<file path="src/hdl/sorc_regs.svh">
// Purpose: Offsets, field positions, reset values and timing counts
// Assumes: 32-bit APB words, byte addresses
// Notes:   Definitions only
`ifndef SORC_REGS_SVH
`define SORC_REGS_SVH
`define SORC_REF_CTRL_OFF    12'h000
`define SORC_OSC_CTRL_OFF    12'h004
`define SORC_CONFIG_OFF      12'h008
`define SORC_STATUS_OFF      12'h00C
`define SORC_REF_CTRL_RESET  16'h0000
`define SORC_REF_EN_BIT      15
`define SORC_REF_SLP_BIT     13
`define SORC_REF_SEL_BIT     12
`define SORC_REF_DIV_HI      11
`define SORC_REF_DIV_LO      8
`define SORC_REF_CTRL_WMASK  16'hBF00
`define SORC_FORCE_ON_BIT    1
`define SORC_KEEP_SLP_BIT    2
`define SORC_CFG_HI          9
`define SORC_CFG_LO          8
`define SORC_CFG_RESET       2'h3
`define SORC_STARTUP_US      1000
`define SORC_CLK_MHZ         125
`define SORC_STARTUP_CYCLES  (`SORC_STARTUP_US * `SORC_CLK_MHZ)
`endif

</file>
<file path="src/hdl/sorc_pkg.sv">
// Purpose: Types for the secondary oscillator and reference output block
// Assumes: Nothing
// Notes:   Offsets live in sorc_regs.svh
package sorc_pkg;
  typedef enum logic [1:0] {
    SORC_CFG_DIGITAL = 2'h0,
    SORC_CFG_LOWPWR  = 2'h1,
    SORC_CFG_SPARE   = 2'h2,
    SORC_CFG_NORMAL  = 2'h3
  } sorc_cfg_t;
  typedef struct packed {
    logic       psel;
    logic       penable;
    logic       pwrite;
    logic [11:0] paddr;
    logic [31:0] pwdata;
  } sorc_apb_req_t;
  typedef struct packed {
    logic       osc_enable;
    logic       low_power;
    logic       digital_pins;
    logic       stable;
  } sorc_osc_stat_t;
endpackage : sorc_pkg

</file>
<file path="src/hdl/sorc_sync.sv">
// Purpose: Two-flop synchroniser for pin inputs
// Assumes: Asynchronous inputs
// Notes:   First stage feeds only the second
`timescale 1ns/1ns
module sorc_sync #(
  parameter int W = 1
) (
  input  wire logic         pclk,
  input  wire logic         presetn,
  input  wire logic [W-1:0] din,
  output logic      [W-1:0] dout
);
  logic [W-1:0] stage1;
  always_ff @(posedge pclk or negedge presetn) begin
    if (!presetn) begin
      stage1 <= '0;
      dout   <= '0;
    end else begin
      stage1 <= din;
      dout   <= stage1;
    end
  end
endmodule : sorc_sync

</file>
<file path="src/hdl/sorc_divider.sv">
// Purpose: Power-of-two clock divider driven by a sampled source
// Assumes: Source already synchronised, below half of pclk
// Notes:   Code 0 passes the source through
`timescale 1ns/1ns
module sorc_divider #(
  parameter int DW = 16
) (
  input  wire logic       pclk,
  input  wire logic       presetn,
  input  wire logic       src,
  input  wire logic       run,
  input  wire logic [3:0] code,
  output logic            clk_out
);
  logic          src_d;
  logic [DW-1:0] cnt;
  logic [DW-1:0] next_cnt;
  logic          next_out;
  logic          rise;
  assign rise = src & ~src_d;
  always_comb begin
    next_cnt = cnt;
    next_out = clk_out;
    if (!run) begin
      next_cnt = '0;
      next_out = 1'b0;
    end else if (code == 4'h0) begin
      next_out = src;
    end else if (rise) begin
      // Toggle every 2^(code-1) source edges gives divide by 2^code
      if (cnt >= (DW'(1) << (code - 4'h1)) - DW'(1)) begin
        next_cnt = '0;
        next_out = ~clk_out;
      end else begin
        next_cnt = cnt + DW'(1);
      end
    end
  end
  always_ff @(posedge pclk or negedge presetn) begin
    if (!presetn) begin
      src_d   <= 1'b0;
      cnt     <= '0;
      clk_out <= 1'b0;
    end else begin
      src_d   <= src;
      cnt     <= next_cnt;
      clk_out <= next_out;
    end
  end
endmodule : sorc_divider

</file>
<file path="src/hdl/sorc_top.sv">
// Purpose: Secondary oscillator control and reference clock output
// Assumes: Oscillator sources arrive as sampled levels on pins
// Notes:   APB slave, 32-bit data, zero wait states
// Function
// - A peripheral request powers up the secondary oscillator without software
// - Force-on bit starts the secondary oscillator at once
// - Oscillator works only with config codes 11 or 01
// - Config 00 makes the oscillator pins ordinary digital pins
// - Oscillator codes block digital pin use
// - Code 01 selects low drive strength, otherwise high drive
// - Digital mode clocks users from the slow external clock pin
// - Digital mode keeps crystal drive off and ignores force-on
// - Instruction clock output runs at half oscillator rate in some modes
// - Reference output works in every oscillator configuration
// - Enable bit drives the reference clock pin, else pin stays quiet
// - Four-bit divider selects one of sixteen ratios
// - Source select picks primary oscillator when set, system clock when clear
// - Run-in-sleep bit keeps the reference output alive in sleep only with source select set and the keep bit holding the primary oscillator on
// - Sleep without keep bit powers down the primary oscillator
// - With source select clear the output follows system clock switches
//
// The address map and the APB register port were left to the implementer.
`timescale 1ns/1ns
`include "sorc_regs.svh"
module sorc_top #(
  parameter int STARTUP_CYCLES = `SORC_STARTUP_CYCLES
) (
  input  wire logic                  pclk,
  input  wire logic                  presetn,
  input  wire sorc_pkg::sorc_apb_req_t apb_req,
  output logic                       pready,
  output logic                       pslverr,
  output logic [31:0]                prdata,
  input  wire logic                  periph_osc_req,
  input  wire logic                  secondary_oscillator_clk_in,
  input  wire logic                  slow_ext_clock_in,
  input  wire logic                  primary_osc_clk,
  input  wire logic                  sys_clk_in,
  input  wire logic                  sys_clk_is_secondary_oscillator,
  input  wire logic                  switch_done,
  input  wire logic                  sleep_mode,
  input  wire logic                  fosc_half_mode,
  input  wire logic                  low_power_rc_osc_keep,
  output logic                       secondary_oscillator_crystal_drive,
  output logic                       secondary_oscillator_low_drive,
  output logic                       secondary_oscillator_pins_digital,
  output logic                       periph_osc_clk,
  output logic                       periph_osc_ready,
  output logic                       primary_osc_power,
  output logic                       low_power_rc_osc_power,
  output logic                       instr_clock_out,
  output logic                       ref_clock_pin,
  output logic                       ref_clock_pin_oe
);
  import sorc_pkg::*;

  logic [15:0]    ref_out_control;
  logic [15:0]    next_ref_out_control;
  logic           force_on;
  logic           next_force_on;
  logic           keep_in_sleep;
  logic           next_keep_in_sleep;
  sorc_cfg_t      cfg;
  sorc_cfg_t      next_cfg;
  logic [31:0]    startup_cnt;
  logic [31:0]    next_startup_cnt;
  logic           stable;
  logic           next_stable;
  logic           prev_switch;
  logic           next_prev_switch;
  logic           instr_div;
  logic           next_instr_div;
  logic           periph_clk_q;
  logic           next_periph_clk_q;
  logic [31:0]    next_prdata;
  logic [4:0]     pins_raw;
  logic [4:0]     pins_s;
  logic           secondary_oscillator_s;
  logic           sclk_s;
  logic           posc_s;
  logic           sys_s;
  logic           ref_src;
  logic           ref_run;
  logic           ref_div_out;
  logic           osc_mode;
  logic           osc_want;
  logic           wr_en;
  logic           rd_en;
  logic           addr_ok;
  sorc_osc_stat_t stat;

  function automatic logic is_osc_code(input sorc_cfg_t c);
    is_osc_code = (c == SORC_CFG_NORMAL) || (c == SORC_CFG_LOWPWR);
  endfunction : is_osc_code

  function automatic logic addr_hit(input logic [11:0] a);
    addr_hit = (a == `SORC_REF_CTRL_OFF) || (a == `SORC_OSC_CTRL_OFF)
            || (a == `SORC_CONFIG_OFF) || (a == `SORC_STATUS_OFF);
  endfunction : addr_hit

  assign pins_raw = {secondary_oscillator_clk_in, slow_ext_clock_in, primary_osc_clk, sys_clk_in, 1'b0};

  sorc_sync #(.W(5)) u_sync (
    .pclk    (pclk),
    .presetn (presetn),
    .din     (pins_raw),
    .dout    (pins_s)
  );

  assign secondary_oscillator_s = pins_s[4];
  assign sclk_s = pins_s[3];
  assign posc_s = pins_s[2];
  assign sys_s  = pins_s[1];

  // Bus decode
  assign pready  = 1'b1;
  assign addr_ok = addr_hit(apb_req.paddr);
  assign pslverr = apb_req.psel & apb_req.penable & ~addr_ok;
  assign wr_en   = apb_req.psel & apb_req.penable & apb_req.pwrite & addr_ok;
  assign rd_en   = apb_req.psel & ~apb_req.penable & ~apb_req.pwrite;

  // Oscillator mode decode
  assign osc_mode = is_osc_code(cfg);
  // Peripheral request or force-on starts the crystal; digital and spare modes ignore both
  assign osc_want = osc_mode & (periph_osc_req | force_on);

  // Register and status next state
  always_comb begin
    next_ref_out_control = ref_out_control;
    next_force_on        = force_on;
    next_keep_in_sleep   = keep_in_sleep;
    next_cfg             = cfg;
    if (wr_en) begin
      case (apb_req.paddr)
        `SORC_REF_CTRL_OFF: begin
          next_ref_out_control = apb_req.pwdata[15:0] & `SORC_REF_CTRL_WMASK;
        end
        `SORC_OSC_CTRL_OFF: begin
          next_force_on      = apb_req.pwdata[`SORC_FORCE_ON_BIT];
          next_keep_in_sleep = apb_req.pwdata[`SORC_KEEP_SLP_BIT];
        end
        `SORC_CONFIG_OFF: begin
          next_cfg = sorc_cfg_t'(apb_req.pwdata[`SORC_CFG_HI:`SORC_CFG_LO]);
        end
        default: begin
          next_cfg = cfg;
        end
      endcase
    end
  end

  assign stat = '{osc_enable: osc_want, low_power: secondary_oscillator_low_drive,
                  digital_pins: secondary_oscillator_pins_digital, stable: stable};

  always_comb begin
    next_prdata = prdata;
    if (rd_en) begin
      case (apb_req.paddr)
        `SORC_REF_CTRL_OFF: next_prdata = {16'h0000, ref_out_control};
        `SORC_OSC_CTRL_OFF: next_prdata = {29'h0, keep_in_sleep, force_on, 1'b0};
        `SORC_CONFIG_OFF:   next_prdata = {22'h0, cfg, 8'h00};
        `SORC_STATUS_OFF:   next_prdata = {28'h0, stat};
        default:            next_prdata = 32'h0000_0000;
      endcase
    end
  end

  // Start-up timer: stable only after the full count
  always_comb begin
    next_startup_cnt = startup_cnt;
    next_stable      = stable;
    if (!osc_want) begin
      next_startup_cnt = 32'h0;
      next_stable      = 1'b0;
    end else if (!stable) begin
      if (startup_cnt >= 32'(STARTUP_CYCLES - 1)) begin
        next_stable = 1'b1;
      end else begin
        next_startup_cnt = startup_cnt + 32'h1;
      end
    end
  end

  // Clock selection for peripherals and instruction clock
  always_comb begin
    next_prev_switch  = switch_done;
    next_instr_div    = instr_div;
    next_periph_clk_q = 1'b0;
    if (cfg == SORC_CFG_DIGITAL) begin
      next_periph_clk_q = sclk_s & periph_osc_req;
    end else if (stable) begin
      next_periph_clk_q = secondary_oscillator_s & periph_osc_req;
    end
    if (fosc_half_mode && sys_s && !instr_div) begin
      next_instr_div = 1'b1;
    end else if (fosc_half_mode && !sys_s && instr_div) begin
      next_instr_div = 1'b0;
    end
  end

  always_ff @(posedge pclk or negedge presetn) begin
    if (!presetn) begin
      ref_out_control <= `SORC_REF_CTRL_RESET;
      force_on        <= 1'b0;
      keep_in_sleep   <= 1'b0;
      cfg             <= sorc_cfg_t'(`SORC_CFG_RESET);
      prdata          <= 32'h0000_0000;
      startup_cnt     <= 32'h0;
      stable          <= 1'b0;
      prev_switch     <= 1'b0;
      instr_div       <= 1'b0;
      periph_clk_q    <= 1'b0;
      instr_clock_out <= 1'b0;
    end else begin
      ref_out_control <= next_ref_out_control;
      force_on        <= next_force_on;
      keep_in_sleep   <= next_keep_in_sleep;
      cfg             <= next_cfg;
      prdata          <= next_prdata;
      startup_cnt     <= next_startup_cnt;
      stable          <= next_stable;
      prev_switch     <= next_prev_switch;
      instr_div       <= next_instr_div;
      periph_clk_q    <= next_periph_clk_q;
      // Toggle on each rising sys edge halves the rate
      if (!fosc_half_mode) begin
        instr_clock_out <= 1'b0;
      end else if (sys_s && !instr_div) begin
        instr_clock_out <= ~instr_clock_out;
      end
    end
  end

  assign periph_osc_clk     = periph_clk_q;
  assign periph_osc_ready   = (cfg == SORC_CFG_DIGITAL) ? 1'b1 : stable;
  assign secondary_oscillator_crystal_drive = osc_want | (force_on & osc_mode & sys_clk_is_secondary_oscillator);
  assign secondary_oscillator_low_drive     = (cfg == SORC_CFG_LOWPWR);
  assign secondary_oscillator_pins_digital  = (cfg == SORC_CFG_DIGITAL);
  assign low_power_rc_osc_power         = low_power_rc_osc_keep;

  // Primary oscillator powered down in sleep unless kept
  assign primary_osc_power = ~sleep_mode | keep_in_sleep;

  // Reference source and run gating, independent of oscillator mode
  assign ref_src = ref_out_control[`SORC_REF_SEL_BIT] ? posc_s : sys_s;
  assign ref_run = ref_out_control[`SORC_REF_EN_BIT]
                 & (~sleep_mode | (ref_out_control[`SORC_REF_SLP_BIT]
                 & ref_out_control[`SORC_REF_SEL_BIT] & primary_osc_power));

  sorc_divider #(.DW(16)) u_div (
    .pclk    (pclk),
    .presetn (presetn),
    .src     (ref_src),
    .run     (ref_run),
    .code    (ref_out_control[`SORC_REF_DIV_HI:`SORC_REF_DIV_LO]),
    .clk_out (ref_div_out)
  );

  assign ref_clock_pin    = ref_div_out & ref_run;
  assign ref_clock_pin_oe = ref_out_control[`SORC_REF_EN_BIT];
endmodule : sorc_top

</file>
<file path="config.mk">
export PLATFORM = sky130hd
export DESIGN_NAME = sorc_top
export DESIGN_NICKNAME = d
export VERILOG_FILES = /design/src/hdl/sorc_pkg.sv /design/src/hdl/sorc_sync.sv /design/src/hdl/sorc_divider.sv /design/src/hdl/sorc_top.sv
export VERILOG_INCLUDE_DIRS = /design/src /design/src/hdl
export SDC_FILE = /design/constraint.sdc
export NUM_CORES = 1
export LEC_CHECK = 0
export BUFFER_PORTS_ARGS = -buffer_cell sky130_fd_sc_hd__buf_2
export CORE_MARGIN = 8
export CORE_UTILIZATION = 49
export CTS_CLUSTER_SIZE = 10
export DETAILED_ROUTE_END_ITERATION = 8
export GPL_TIMING_DRIVEN = 0
export MAX_ROUTING_LAYER = met4
export PLACE_DENSITY = 0.83
export SETUP_SLACK_MARGIN = 0.5
export SLEW_MARGIN = 10
export SYNTH_ARGS = -nofsm -noshare
export SYNTH_HDL_FRONTEND = slang
export SYNTH_SLANG_ARGS = --single-unit
</file>
<file path="constraint.sdc">
create_clock -name pclk -period 3 [get_ports pclk]
set_input_delay 0.6 -clock pclk [delete_from_list [all_inputs] [get_ports pclk]]
set_output_delay 0.6 -clock pclk [all_outputs]
set_load 0.1 [all_outputs]
</file>
==> out/results.tsv <==
metric	value	unit
status	finished with violations	
violations	setup timing	
busiest_layer	met2	
startpoint_type	flip-flop	
seq_area	0.00211	sq mm
rr_worst_depth	17	
grtUsageMet1	0.185	
place_area	0.00511	sq mm
path_clk_slew	0.10	ns
antenna_left	0	
htree_num_levels	3	
max_slew.worst_pin.slew	0.619	ns
multiInputGateArea	0.00228	sq mm
cts_tree	yes	
yosys-mux-area-fraction	0.0430	
drt-total-wl	9800	um
cp_data_arrival_time	3.41	ns
layout-drive-gt1-share	0.308	
path_cells	buf_4, buf_4, nand2_1, ha_2, buf_8, nor2_4, a31oi_1, nor2_1, a31oi_1, ha_1, nand4_1, nor2_2, o2111ai_2, o211ai_1, buf_4, mux2i_1, a31oi_1	
synth_area_leader_cell	dfrtp_1	
cts-root-buf	clkbuf_8	
crit_required	3.22	ns
synth-xor-area-share	0.0563	
finalHoldViolCount	0	
syn_avg_cell_area	10.1	sq um
critPathMaxFanout	10	
die_w	112	um
synthArstFlopShare	1.00	
criticalPathCategory	reg2reg	
io_pins	103	
finalSetupViolations	17	
dr.pass1.iters	7	
max_freq	314	MHz
postSynthCellCount	445	
yosysTopAreaCellShare	0.455	
syn_area	0.00451	sq mm
cpPeakStageDelay	0.37	ns
ctsHoldBuffers	0	
skew	0.0115	ns
rows	35	
peakVddDrop	368	uV
fin_crit	3.19	ns
r2r_end	u_div.clk_out	
seq_area_frac_synth	0.467	
grt_pass1_wl	16700	um
grt_max_degree	69	
ys_seq_elements	84	
layout_common_cells	dfrtp_1, buf_2, nor2_1	
cpMaxStageDelayCell	dfrtp_1	
hold_ws	0.0925	ns
clock_sinks	84	
rsz0062_at_grt	true	
num_antenna_cells	0	
start_util	0.497	
synth-simple-area-share	0.217	
dominantRegCellSynth	dfrtp_1	
fillers	723	
area_growth	21.9	%
drv_slew	0	
viasPerCell	5.37	
wl_per_cell	14.8	um
leakagePower	0.00256	uW
hold_class	in2async	
grt_pass1_vias	3562	
synth_top_family_by_area	simple AND/OR/NAND/NOR gates	
vias	3541	
grt_overflow	0	
rr_startpoint	ref_out_control[9]	
io_buffers	53	
grtUsageMet2	0.282	
place.gp.congestion	0.880	
synth_adder_area_share	0.0527	
synth.distinct_cells	58	
end_kind	flip-flop	
drc	0	
ctsLongestPathBuffers	2	
antenna_found_initial	0	
dieHeight	112	um
synth_edf_count	0	
timing.max_slew.rel_slack	0.588	
hpwlAfterDp	7000	um
yosys_warnings	0	
finalNonFillerCells	660	
die_area	0.0125	sq mm
numCtsBuffers	9	
met3_usage	0.0498	
mostFrequentLayoutCell	dfrtp_1	
synth_area_leaders	dfrtp_1, ha_1, xnor2_1	
r2r_slack	-0.19	ns
finish.instance_area	0.00550	sq mm
postLayoutSetupSlackWorst	-0.188	ns
first_iter_violations	118	
fin_nets	622	
power.density	407	mW/mm^2
clk_latency	0.36	ns
fin_crit_sh	1.06	
core-area	0.00906	sq mm
placedCellCount	631	
gr-usage-all-layers	0.165	
synth_compound_area_frac	0.0957	
cap_viol_max_count	0	
## kinds of logic (layout without fill, tap and decap cells)
kind of cell / after synthesis / after routing
muxes: 18 / 18
DFF: 84 / 84
other: 2 / 23
adders and majority gates: 19 / 19
AOI/OAI and AO/OA: 62 / 62
and+or+nand+nor: 177 / 177
buffers and inverters: 54 / 137
xor gates and xnor gates: 29 / 29
## synth_stat cells, types with 3 or more instances
cell type and n:
a21o_1 4, a21oi_1 14, a22o_1 5, a31oi_1 4, and2_1 17, and3_1 9, and4_1 4, buf_4 23
clkbuf_1 13, dfrtp_1 82, ha_1 19, inv_1 14, mux2_2 11, mux2i_1 7, nand2_1 25, nand2b_1 8
nand3_1 12, nand4_1 6, nor2_1 49, nor3_1 18, nor4_1 7, nor4_4 3, o2111ai_1 3, o21ai_0 9
o31ai_1 3, or3_1 4, xnor2_1 22, xor2_1 7
## worst max path at each step
stage | from | endpoint | slack [ns] | depth (start not counted)
CTS | ref_out_control[11] | u_div.clk_out | -0.11 | 17
global route | ref_out_control[9] | u_div.clk_out | -0.40 | 17
finish | ref_out_control[9] | u_div.clk_out | -0.19 | 17
detailed placement | ref_out_control[8] | u_div.cnt[13] | -0.35 | 16
global placement | ref_out_control[8] | u_div.cnt[15] | -0.25 | 16
floorplan | ref_out_control[11] | u_div.cnt[11] | 0.09 | 17
## critical path: cells and delay by family, from the launching register on
kind | cells | cell delay [ns]
buf+inv | 4 | 0.70
compound gates | 5 | 0.69
simple gates | 5 | 0.56
fa+ha+maj | 2 | 0.53
flops | 1 | 0.37
mux | 1 | 0.19
## routing by layer
metal	vias up	wire, um
li1	1715	-
met1	1722	4140
met2	88	5040
met3	16	471
met4	0	156
met5	-	0
## report_power, final
part           switching (uW)  internal, uW
combinational             206          56.0
clock                     436           396
sequential               4.46          1140
total                     646          1590
## timing repair
action / CTS / global route
endpoints found under the hold margin: 0 / 0
pin swaps: 6 / 2
resized for setup: 11 / 18
gates cloned: 1 / 0
setup buffers: 9 / 3
setup endpoints to repair: 19 / 18
## sequential cells by signal (all words and copies together), names as in the netlist, 2 cells and up
name and count:
cfg 2, startup_cnt 32, u_sync.stage1 4, u_sync.dout 4
u_div.cnt 16, prdata 11, ref_out_control 7
## layout make-up
| cell class | count | area share |
|---|---|---|
| clock buffer | 10 | 0.0232 |
| inverter | 14 | 0.00956 |
| timing repair buffer | 67 | 0.0762 |
| sequential | 84 | 0.383 |
| tap | 111 | 0.0253 |
| clock inverter | 6 | 0.0130 |
| buffer | 40 | 0.0548 |
| multi-input combinational | 328 | 0.415 |
## through the flow
stage	util	power [uW]	worst slack (ns)	setup TNS [ns]
global route	0.607	2310	-0.405	-5.90
global placement	0.561	1420	-0.249	-2.95
floorplan	-	1370	0.0874	0
finish	0.607	2240	-0.188	-2.56
CTS	0.599	2250	-0.109	-1.19
detailed placement	0.564	1430	-0.354	-4.68
Power figures use the tool's default switching activity.
